File: src/rtl/fsucr_pkg.sv
`default_nettype none
package fsucr_pkg;
    localparam int NUM_SETS = 4;
    localparam int ADDR_W   = 4;
    localparam int DATA_W   = 8;
    localparam int PTR_W    = 8;

    // register offsets on the plain port
    localparam logic [3:0] OFS_ID_FUNC_CTRL  = 4'h0;
    localparam logic [3:0] OFS_SET_ENABLE    = 4'h1;
    localparam logic [3:0] OFS_SET_IRQ_EN    = 4'h2;
    localparam logic [3:0] OFS_INDEX_SELECT  = 4'h3;
    localparam logic [3:0] OFS_XFER_FLAGS    = 4'h4;
    localparam logic [3:0] OFS_WINDOW_PORT   = 4'h5;

    // field positions
    localparam int ID_FUNC_RSVD_LSB = 6;
    localparam int IDX_SET_LSB      = 5;
    localparam int IDX_KIND_BIT     = 4;
    localparam int IDX_PTR_LSB      = 2;
    localparam int IDX_STS_LSB      = 0;

    // reset values
    localparam logic [7:0] RST_ID_FUNC   = 8'h00;
    localparam logic [7:0] RST_SET_EN    = 8'h00;
    localparam logic [7:0] RST_IRQ_EN    = 8'h00;
    localparam logic [7:0] RST_INDEX_SEL = 8'h00;
    localparam logic [3:0] RST_FLAGS     = 4'h0;
    localparam logic [7:0] RST_PTR       = 8'h00;

    // pointer field codes (kind select = 0)
    localparam logic [1:0] PTR_BASE  = 2'h0;
    localparam logic [1:0] PTR_READ  = 2'h1;
    localparam logic [1:0] PTR_WRITE = 2'h2;
    localparam logic [1:0] PTR_TEMP  = 2'h3;

    // status field codes (kind select = 1)
    localparam logic [1:0] STS_VALID_COUNT = 2'h0;
    localparam logic [1:0] STS_FREE_COUNT  = 2'h1;
    localparam logic [1:0] STS_NEXT_READ   = 2'h2;
    localparam logic [1:0] STS_NEXT_WRITE  = 2'h3;
endpackage : fsucr_pkg
`default_nettype wire

File: src/rtl/fsucr_regs.sv
// Design decisions made here: the plain strobed port and the placing of the registers.
`default_nettype none
module fsucr_regs
    import fsucr_pkg::*;
(
    input  wire logic                           clk,
    input  wire logic                           sys_rst,
    input  wire logic [fsucr_pkg::ADDR_W-1:0]   reg_addr,
    input  wire logic [fsucr_pkg::DATA_W-1:0]   reg_wdata,
    input  wire logic                           reg_wr,
    input  wire logic                           reg_rd,
    output var  logic [fsucr_pkg::DATA_W-1:0]   reg_rdata,
    input  wire logic [fsucr_pkg::NUM_SETS-1:0] buffer_overflow_read,
    input  wire logic [fsucr_pkg::NUM_SETS-1:0] buffer_overflow_write,
    input  wire logic [fsucr_pkg::NUM_SETS-1:0] fifo_full,
    input  wire logic [fsucr_pkg::NUM_SETS-1:0] fifo_empty,
    input  wire logic [4*fsucr_pkg::PTR_W-1:0]  valid_byte_count,
    input  wire logic [4*fsucr_pkg::PTR_W-1:0]  free_byte_count,
    input  wire logic [4*fsucr_pkg::PTR_W-1:0]  next_read_start,
    input  wire logic [4*fsucr_pkg::PTR_W-1:0]  next_write_start,
    output var  logic [fsucr_pkg::NUM_SETS-1:0] pointer_set_enable,
    output var  logic [fsucr_pkg::NUM_SETS-1:0] empty_restore,
    output var  logic [2:0]                     set_index_select,
    output var  logic [4*fsucr_pkg::PTR_W-1:0]  base_pointer,
    output var  logic [4*fsucr_pkg::PTR_W-1:0]  read_pointer,
    output var  logic [4*fsucr_pkg::PTR_W-1:0]  write_pointer,
    output var  logic [4*fsucr_pkg::PTR_W-1:0]  temporary_pointer,
    output var  logic                           transfer_irq
);
    import fsucr_pkg::*;

    ////////////////////////////////////////////////////////////////////////
    // storage
    logic [1:0]          id_func_rsvd_reg;
    logic [7:0]          set_enable_reg;
    logic [7:0]          irq_enable_reg;
    logic [7:0]          index_select_reg;
    typedef enum logic [1:0] {
        KIND_DIRECT = 2'b01,
        KIND_ARMED  = 2'b10
    } fsucr_arm_t;
    fsucr_arm_t          arm_reg;
    logic [3:0]          flags_reg;
    logic [3:0]          flags_next;
    logic [3:0]          events_prev_reg;
    logic [3:0]          events_now;
    logic [PTR_W-1:0]    ptr_reg [16];
    logic [DATA_W-1:0]   rdata_next;
    logic [DATA_W-1:0]   window_rd;
    logic                wr_id;
    logic                wr_en;
    logic                wr_ie;
    logic                wr_idx;
    logic                wr_flags;
    logic                wr_window;
    logic [2:0]          sel_set;
    logic                sel_kind;
    logic [1:0]          sel_ptr;
    logic [1:0]          sel_sts;
    logic                set_in_range;

    // picks one set's byte out of a packed per-set vector
    function automatic logic [PTR_W-1:0] pick_set(
        input logic [4*PTR_W-1:0] vec,
        input logic [1:0]         set
    );
        pick_set = vec[set*PTR_W +: PTR_W];
    endfunction

    // one strobe hitting one register offset
    function automatic logic reg_hit(
        input logic              strobe,
        input logic [ADDR_W-1:0] addr,
        input logic [ADDR_W-1:0] ofs
    );
        reg_hit = strobe && (addr == ofs);
    endfunction

    // flat storage slot of one pointer of one set
    function automatic logic [3:0] ptr_slot(
        input logic [1:0] set,
        input logic [1:0] field
    );
        ptr_slot = {set, field};
    endfunction

    assign wr_id     = reg_hit(reg_wr, reg_addr, OFS_ID_FUNC_CTRL);
    assign wr_en     = reg_hit(reg_wr, reg_addr, OFS_SET_ENABLE);
    assign wr_ie     = reg_hit(reg_wr, reg_addr, OFS_SET_IRQ_EN);
    assign wr_idx    = reg_hit(reg_wr, reg_addr, OFS_INDEX_SELECT);
    assign wr_flags  = reg_hit(reg_wr, reg_addr, OFS_XFER_FLAGS);
    assign wr_window = reg_hit(reg_wr, reg_addr, OFS_WINDOW_PORT);

    assign sel_set      = index_select_reg[IDX_SET_LSB +: 3];
    assign sel_kind     = index_select_reg[IDX_KIND_BIT];
    assign sel_ptr      = index_select_reg[IDX_PTR_LSB +: 2];
    assign sel_sts      = index_select_reg[IDX_STS_LSB +: 2];
    // only sets 0..3 exist; index 4..7 reaches nothing
    assign set_in_range = (sel_set[2] == 1'b0);

    ////////////////////////////////////////////////////////////////////////
    // control registers
    always_ff @(posedge clk)
    begin
        if (sys_rst)
            id_func_rsvd_reg <= RST_ID_FUNC[ID_FUNC_RSVD_LSB +: 2];
        else if (wr_id)
            id_func_rsvd_reg <= reg_wdata[ID_FUNC_RSVD_LSB +: 2];
    end

    always_ff @(posedge clk)
    begin
        if (sys_rst)
            set_enable_reg <= RST_SET_EN;
        else if (wr_en)
            set_enable_reg <= reg_wdata;
    end

    always_ff @(posedge clk)
    begin
        if (sys_rst)
            irq_enable_reg <= RST_IRQ_EN;
        else if (wr_ie)
            irq_enable_reg <= reg_wdata;
    end

    // leaving kind 0 for kind 1 takes two writes in a row with the bit set,
    // so a stray single write cannot switch the window to status values
    always_ff @(posedge clk)
    begin
        if (sys_rst)
        begin
            index_select_reg <= RST_INDEX_SEL;
            arm_reg          <= KIND_DIRECT;
        end
        else if (wr_idx)
        begin
            unique case (arm_reg)
                KIND_DIRECT:
                begin
                    if (reg_wdata[IDX_KIND_BIT] && !sel_kind)
                    begin
                        index_select_reg <= {reg_wdata[7:5], 1'b0,
                                             reg_wdata[3:0]};
                        arm_reg          <= KIND_ARMED;
                    end
                    else
                        index_select_reg <= reg_wdata;
                end
                KIND_ARMED:
                begin
                    index_select_reg <= reg_wdata;
                    arm_reg          <= KIND_DIRECT;
                end
                // a corrupted state code falls back to plain writes
                default:
                begin
                    index_select_reg <= reg_wdata;
                    arm_reg          <= KIND_DIRECT;
                end
            endcase
        end
    end

    ////////////////////////////////////////////////////////////////////////
    // restore of empty information on re-enable
    always_ff @(posedge clk)
    begin
        if (sys_rst)
            empty_restore <= 4'h0;
        else if (wr_en)
            empty_restore <= reg_wdata[3:0] & ~set_enable_reg[3:0];
        else
            empty_restore <= 4'h0;
    end

    ////////////////////////////////////////////////////////////////////////
    // transfer flags and interrupt
    assign events_now = buffer_overflow_read | buffer_overflow_write |
                        fifo_full | fifo_empty;

    // conditions standing at release count as old, so a fifo that is
    // simply empty after reset raises no flag of its own
    always_ff @(posedge clk)
    begin
        if (sys_rst)
            events_prev_reg <= events_now;
        else
            events_prev_reg <= events_now;
    end

    // a rising condition wins over a same-cycle software clear
    always_comb
    begin
        flags_next = flags_reg;
        if (wr_flags)
            flags_next = flags_reg & reg_wdata[3:0];
        flags_next = flags_next | (events_now & ~events_prev_reg);
    end

    always_ff @(posedge clk)
    begin
        if (sys_rst)
            flags_reg <= RST_FLAGS;
        else
            flags_reg <= flags_next;
    end

    always_ff @(posedge clk)
    begin
        if (sys_rst)
            transfer_irq <= 1'b0;
        else
            transfer_irq <= |(flags_reg & irq_enable_reg[3:0]);
    end

    ////////////////////////////////////////////////////////////////////////
    // per-set pointers, index = set * 4 + pointer field
    always_ff @(posedge clk)
    begin
        if (sys_rst)
        begin
            for (int i = 0; i < 16; i++)
                ptr_reg[i] <= RST_PTR;
        end
        else if (wr_window && set_in_range && !sel_kind)
            ptr_reg[ptr_slot(sel_set[1:0], sel_ptr)] <= reg_wdata;
    end

    always_comb
    begin
        window_rd = 8'h00;
        if (set_in_range)
        begin
            if (!sel_kind)
                window_rd = ptr_reg[ptr_slot(sel_set[1:0], sel_ptr)];
            else
            begin
                unique case (sel_sts)
                    STS_VALID_COUNT: window_rd =
                        pick_set(valid_byte_count, sel_set[1:0]);
                    STS_FREE_COUNT:  window_rd =
                        pick_set(free_byte_count, sel_set[1:0]);
                    STS_NEXT_READ:   window_rd =
                        pick_set(next_read_start, sel_set[1:0]);
                    STS_NEXT_WRITE:  window_rd =
                        pick_set(next_write_start, sel_set[1:0]);
                endcase
            end
        end
    end

    ////////////////////////////////////////////////////////////////////////
    // read path, data one cycle after the strobe, zero otherwise
    always_comb
    begin
        rdata_next = 8'h00;
        if (reg_rd)
        begin
            unique case (reg_addr)
                OFS_ID_FUNC_CTRL: rdata_next = {id_func_rsvd_reg,
                                                6'h00};
                OFS_SET_ENABLE:   rdata_next = set_enable_reg;
                OFS_SET_IRQ_EN:   rdata_next = irq_enable_reg;
                OFS_INDEX_SELECT: rdata_next = index_select_reg;
                OFS_XFER_FLAGS:   rdata_next = {4'h0, flags_reg};
                OFS_WINDOW_PORT:  rdata_next = window_rd;
                default:          rdata_next = 8'h00;
            endcase
        end
    end

    always_ff @(posedge clk)
    begin
        if (sys_rst)
            reg_rdata <= 8'h00;
        else
            reg_rdata <= rdata_next;
    end

    ////////////////////////////////////////////////////////////////////////
    // outputs to the transfer engine, straight from the flops
    assign pointer_set_enable = set_enable_reg[3:0];
    assign set_index_select   = sel_set;

    for (genvar s = 0; s < 4; s++)
    begin : g_ptr_out
        assign base_pointer[s*PTR_W +: PTR_W] =
            ptr_reg[ptr_slot(2'(s), PTR_BASE)];
        assign read_pointer[s*PTR_W +: PTR_W] =
            ptr_reg[ptr_slot(2'(s), PTR_READ)];
        assign write_pointer[s*PTR_W +: PTR_W] =
            ptr_reg[ptr_slot(2'(s), PTR_WRITE)];
        assign temporary_pointer[s*PTR_W +: PTR_W] =
            ptr_reg[ptr_slot(2'(s), PTR_TEMP)];
    end

endmodule // fsucr_regs
`default_nettype wire

File: config.mk
export PLATFORM = sky130hd
export DESIGN_NAME = fsucr_regs
export DESIGN_NICKNAME = d
export VERILOG_FILES = /design/src/rtl/fsucr_pkg.sv /design/src/rtl/fsucr_regs.sv
export SDC_FILE = /design/constraint.sdc
export NUM_CORES = 1
export LEC_CHECK = 0
export ABC_AREA = 1
export BUFFER_PORTS_ARGS = -buffer_cell sky130_fd_sc_hd__buf_2
export CAP_MARGIN = 20
export CORE_MARGIN = 8
export CORE_UTILIZATION = 40
export CTS_CLUSTER_DIAMETER = 100
export DETAILED_ROUTE_END_ITERATION = 6
export PLACE_DENSITY = 0.76
export RECOVER_POWER = 50
export SYNTH_ARGS = -nofsm -noshare
export SYNTH_HDL_FRONTEND = slang
export SYNTH_SLANG_ARGS = --single-unit
File: constraint.sdc
create_clock -name clk -period 2.3 [get_ports clk]
set_clock_uncertainty 0.1 [all_clocks]
set_input_delay 0.575 -clock clk [delete_from_list [all_inputs] [get_ports clk]]
set_output_delay 0.575 -clock clk [all_outputs]
set_load 0.03 [all_outputs]
* Word-level counts from Yosys, hierarchy flattened *
Memories as Yosys holds them, arrays and structs flattened. A register that Yosys moved wholly into a read port is not among the register bits.
Cells that the tools add are included.

cells by class
  muxes and demuxes = 19
  multipliers = 0
  $add $sub $neg = 0
  magnitude comparators = 0
  reduce and logical (&&, ||, !) cells = 17
  eq/ne operators = 10
  bitwise operators = 13
  shift operators = 4
  divide/modulo/power cells = 0

operators by type and width
  kind                count
  $shiftx 32x6->8     4
  $pmux 8 s6          1
  $pmux 8 s4          1
  $mux 8              3
  $and 4x4->4         4
  $mux 4              4
  $or 4x4->4          4
  $mux 5              2
  $logic_and 1x1->1   9
  $eq 4x2->1 const B  2
  $eq 4x3->1 const B  2
  $not 4->4           2
  $reduce_or 8->1     1
  $mux 1              6
  $eq 2x1->1 const B  2
  $eq 2x2->1 const B  2
  $eq 4x1->1 const B  1
  $logic_not 4->1     1
  $mux 2              2
  $reduce_or 2->1     2
  $reduce_or 4->1     1
  $not 1->1           3
  $logic_not 2->1     1
  $ne 2x2->1 const B  1
  2 further kinds     2

storage, ports and cells
  word-level logic and storage cells = 74
  register bits = 49
  bits in latches = 0
  memory bits (writable) = 128
  memories = 1
  input port bits = 160
  memory bits (read-only) = 0

memory list
  name     words  bits a word  rd ports  clocked after memory_dff  wr ports  RTL line          text
  ptr_reg  16     8            17        1                         16        fsucr_regs.sv:47  logic [PTR_W-1:0] ptr_reg [16];

* Logic depth before layout (Yosys ltp) *
  depth in word-level cells = 9
  mapped depth = 12
  mapped depth without buffers = 10

* Worst setup path before layout *
Ideal clock, no wire load.

  path type = input-to-reg
  start point = input reg_addr[1] (netlist bit)
  end point = memory ptr_reg[0][0], enable pin
  slack = -0.158 ns
  stages = 7
  buffers on the path = 0
  required time = 1.871 ns
  data arrival time = 2.029 ns
  cells stage by stage = inv_1 > nand2_1 > nor4_4 > nand4_4 > nor3_4 > nand2_4 > nand2_1

RTL lines
  element      RTL line          text
  from (decl)  fsucr_regs.sv:8   input wire logic [fsucr_pkg::ADDR_W-1:0] reg_addr,
  to (decl)    fsucr_regs.sv:47

==> run summary <==
The flow ran to the end, and the final reports show no timing, DRC or antenna violations. Combinational cells account for 11.9% of the total power. The register with the most flip-flops in the layout has 128 of them.

Summed over all layers, the global routing overflow is 0. For this run, design rule violations remaining after detail routing come to 0. Synthesis produced 1113 cells.

The post-synthesis cell type count was 27; the clock insertion delay at the later pin of the skew report was 0.43 ns. The number of cells on the worst reg-to-reg path is 6. The largest family of logic cells by synthesized area was simple AND/OR/NAND/NOR gates. The tightest hold path in the finished design has a slack of 0.2512 ns. Of all nets on the critical path, the largest fanout is 8. The logs give 0 for the final max-slew violation count and 0.001913 W for the net switching component of the power. The wire length of the first global-routing pass was 52580 µm; the last weighted congestion value of the routability-driven placer was 0.9217. Across the run, the number of max-cap violations was 0. At the worst endpoint, the required time is 2.29 ns.

After clock tree synthesis, the clock-pin slew on the worst setup and hold paths is 0.07 ns. The worst path setup slack after routing was 0.1046 ns. Setup violations remaining at the end of the flow were counted as 0. Worst min-delay path category: in -> reg.

The tools report the CTS sink count as 181. Total power for the finished layout comes to 0.007254 W. The worst hold path was traced through 2 stages. Setup repair after global routing left no endpoint under its margin.

Post-detailed-placement half-perimeter wirelength: 26840 µm. The share of layout cells above drive strength 1 came out at 19.51%. The clock passes through at most 2 buffers. For the final instance count without filler cells, the log shows 1757. Once detail routing completed, the nets flagged for antenna violations numbered 0. For the number of iterations in the first detailed-routing pass, the log shows 7. The logs give 2.18 ns for the data arrival time of the critical path and 50.2% for the share of total power in sequential cells. Once the clock tree was built, the setup fixing pass inserted 0 buffers.

The multi-input combinational cells in the finished layout cover a total of 3669 µm². In this run switching power makes up 26.38% of total power. The area of the core region was 22500 µm²; the flip-flop and latch count after synthesis was 181. Summing the areas of all and, or, nand and nor instances in the mapped netlist gives 35.26% of the synthesized area. The logs give 9389 for the overall via count from detail_route and 1618 for the final layout net count.

Compared with the post-synthesis result, the final layout area differs by 29.79%. For the pin with the worst max-slew slack, the measured transition is 0.7249 ns. OpenSTA, run right after detailed placement, puts the worst setup slack at -0.2115 ns.

The tools report the total of warnings raised by yosys as 0. Static timing analysis puts the maximum clock frequency at 455.5 MHz. In the routed layout, each cell is associated on average with a via count of 5.344. The floorplan step set the die width to 166.9 µm. After filler insertion, the fill cell instance count of the layout stands at 2151.

The synthesized area per cell is 8.182 µm², and the worst ir drop on vdd is 0.4711 mV. The final critical path time including I/O delays and setup is 2.195 ns. By startpoint and endpoint, the worst setup path is classified as reg -> reg.

The share of synthesized cell area in full adder, half adder and majority cells is 0%. The final cycle utilization of the critical path was 95.45%; the number of H-tree levels was 4. The die covers 27850 µm². The post-synth net total is 1273, and the multiplexer share of the synthesized area is 0%.

The xor/xnor cell area share of the yosys netlist works out to 0%. The pin count of the biggest net entering global routing came out at 65. Global routing used 24.49% of the available tracks. The worst reg-to-reg setup slack is 0.10 ns, and the mean routed wirelength per cell is 19.99 µm. The final layout contains routed wiring with a total length of 35130 µm.

The worst setup path is launched from a flip-flop. Height of the die: 166.9 µm. 308 I/O pins were placed. The number of design-rule violations left by the first detailed-router iteration is 1003, and the clock network fraction of total power is 38.0%.

The number of hold buffers added after CTS was 0. The run gives 9189 as the number of global-route vias before repair. The worst hold path endpoint is events_prev_reg[2]$_DFF_P_. The flip-flop and latch area is 4906 µm², and the tightest slew margin relative to the limit is 51.68%. The number of antenna violations at the first check in global routing was 1.

TritonCTS built the clock tree. The floorplan has 55 rows. Internal power comes to 0.005341 W. The tools report the startpoint of the lowest-slack register-to-register path as index_select_reg[7]$_SDFFE_PP0P_. The end of the worst register-to-register path is ptr_reg[2][6]$_SDFFCE_PN0P_. The hold path startpoint was fifo_empty[2]. The final count of hold timing violations was 0. The tools report the endpoint class of the critical path as a flip-flop.

The leakage power summed over all cells is 5.019 nW. In this run the power density over the cells is 613.8 nW/µm². Number of resized instances in the post-cts repair step: 0.

The run gives 9106 µm² as the cell area after synthesis. The synthesized netlist devotes 5.166% of its cell area to compound gates. Summing the sequential cell areas from Yosys gives 53.86% of the chip area. Port buffering added 307 buffers.

Counting the buffers created by CTS gives 17. The number of placed instances, taps included, is 1724. The cell at the root of the clock tree is clkbuf_16. For this configuration, the core starts out at a cell density of 40.47%.
[cell usage after synthesis, drive strengths merged]
| master | n | area, µm² |
|---|---|---|
| nand2 | 288 | 1201 |
| o211ai | 2 | 15.01 |
| nor4 | 1 | 21.27 |
| or4 | 4 | 30.03 |
| o21ai | 23 | 115.1 |
| nor2 | 193 | 724.4 |
| clkinv | 10 | 37.54 |
| a221oi | 3 | 26.28 |
| nor3 | 8 | 85.08 |
| o221ai | 1 | 8.760 |
| nand3 | 214 | 1071 |
| edfxtp | 128 | 3844 |
| a21oi | 37 | 185.2 |
| buf | 22 | 118.9 |
| clkbuf | 47 | 176.4 |
| nand4 | 10 | 77.57 |
| a211oi | 1 | 7.510 |
| o22ai | 18 | 112.6 |
| dfxtp | 53 | 1061 |
| inv | 50 | 187.7 |
[layout by cell type (no fill, tap or decap), types with 22 or more instances in the layout]
cell	n
nand3_1	214
buf_2	157
a21oi_1	37
nand2_1	274
buf_4	61
clkbuf_1	167
o21ai_0	22
nor2_1	190
edfxtp_1	128
inv_1	46
dfxtp_1	52
[metrics by stage]
stage	utilization (%)	instance area (µm²)	TNS (ns)
5_1_grt	52.51	11820	0
2_1_floorplan	-	9124	-14.12
3_3_place_gp	51.29	11540	-9.569
4_1_cts	53.76	12100	0
3_5_place_dp	51.29	11540	-18.79
6_report	52.52	11820	0
[how the worst max path moves through the flow]
stage | slack, ns | to | cells after the start | from
global route | 0.03 | ptr_reg[13][6]$_SDFFCE_PN0P_ | 6 | index_select_reg[7]$_SDFFE_PP0P_
global placement | -0.13 | ptr_reg[1][2]$_SDFFCE_PN0P_ | 7 | reg_addr[3]
finish | 0.10 | ptr_reg[2][6]$_SDFFCE_PN0P_ | 6 | index_select_reg[7]$_SDFFE_PP0P_
detailed placement | -0.21 | ptr_reg[2][5]$_SDFFCE_PN0P_ | 7 | reg_addr[3]
floorplan | -0.13 | ptr_reg[10][0]$_SDFFCE_PN0P_ | 5 | reg_addr[3]
CTS | 0.12 | ptr_reg[2][2]$_SDFFCE_PN0P_ | 6 | index_select_reg[7]$_SDFFE_PP0P_
[per-layer routing]
metal / up-vias / routed length (µm) / GRT usage [%] / part of all wire (%)
met3: 85 / 4004 / 7.116 / 11
met1: 4229 / 13360 / 29.31 / 38
li1: 4430 / - / - / -
met2: 645 / 16400 / 40.61 / 47
met4: 0 / 1362 / 10.30 / 3.9
met5: - / 0 / 0 / 0
[layout make-up]
| cell class | count | area share [%] |
|---|---|---|
| timing repair buffer | 395 | 17.80 |
| tap | 285 | 3.017 |
| antenna | 1 | 0.02117 |
| clock inverter | 13 | 1.048 |
| clock buffer | 19 | 3.663 |
| multi-input combinational | 803 | 31.04 |
| sequential | 181 | 41.51 |
| inverter | 60 | 1.906 |
[cell families after synthesis]
logic type      after synthesis
compound gates               85
simple gates                718
flops                       181
buf+inv                     129
[critical path: stages (launching register included)]
cell and delay, ns:
dfxtp_1 0.35, nor4_4 0.42, nand4_4 0.26, nor3_4 0.22, buf_4 0.19, nand2_4 0.05
nand2_1 0.26
[power groups by stage]
stage / logic, W / registers [W] / clock network (W)
5_1_grt: 0.000918 / 0.00365 / 0.00290
6_report: 0.000860 / 0.00364 / 0.00275
3_5_place_dp: 0.000883 / 0.00371 / 0
2_1_floorplan: 0.000289 / 0.00385 / 0
3_3_place_gp: 0.000872 / 0.00370 / 0
4_1_cts: 0.000884 / 0.00364 / 0.00277
Power figures use the tool's default switching activity.
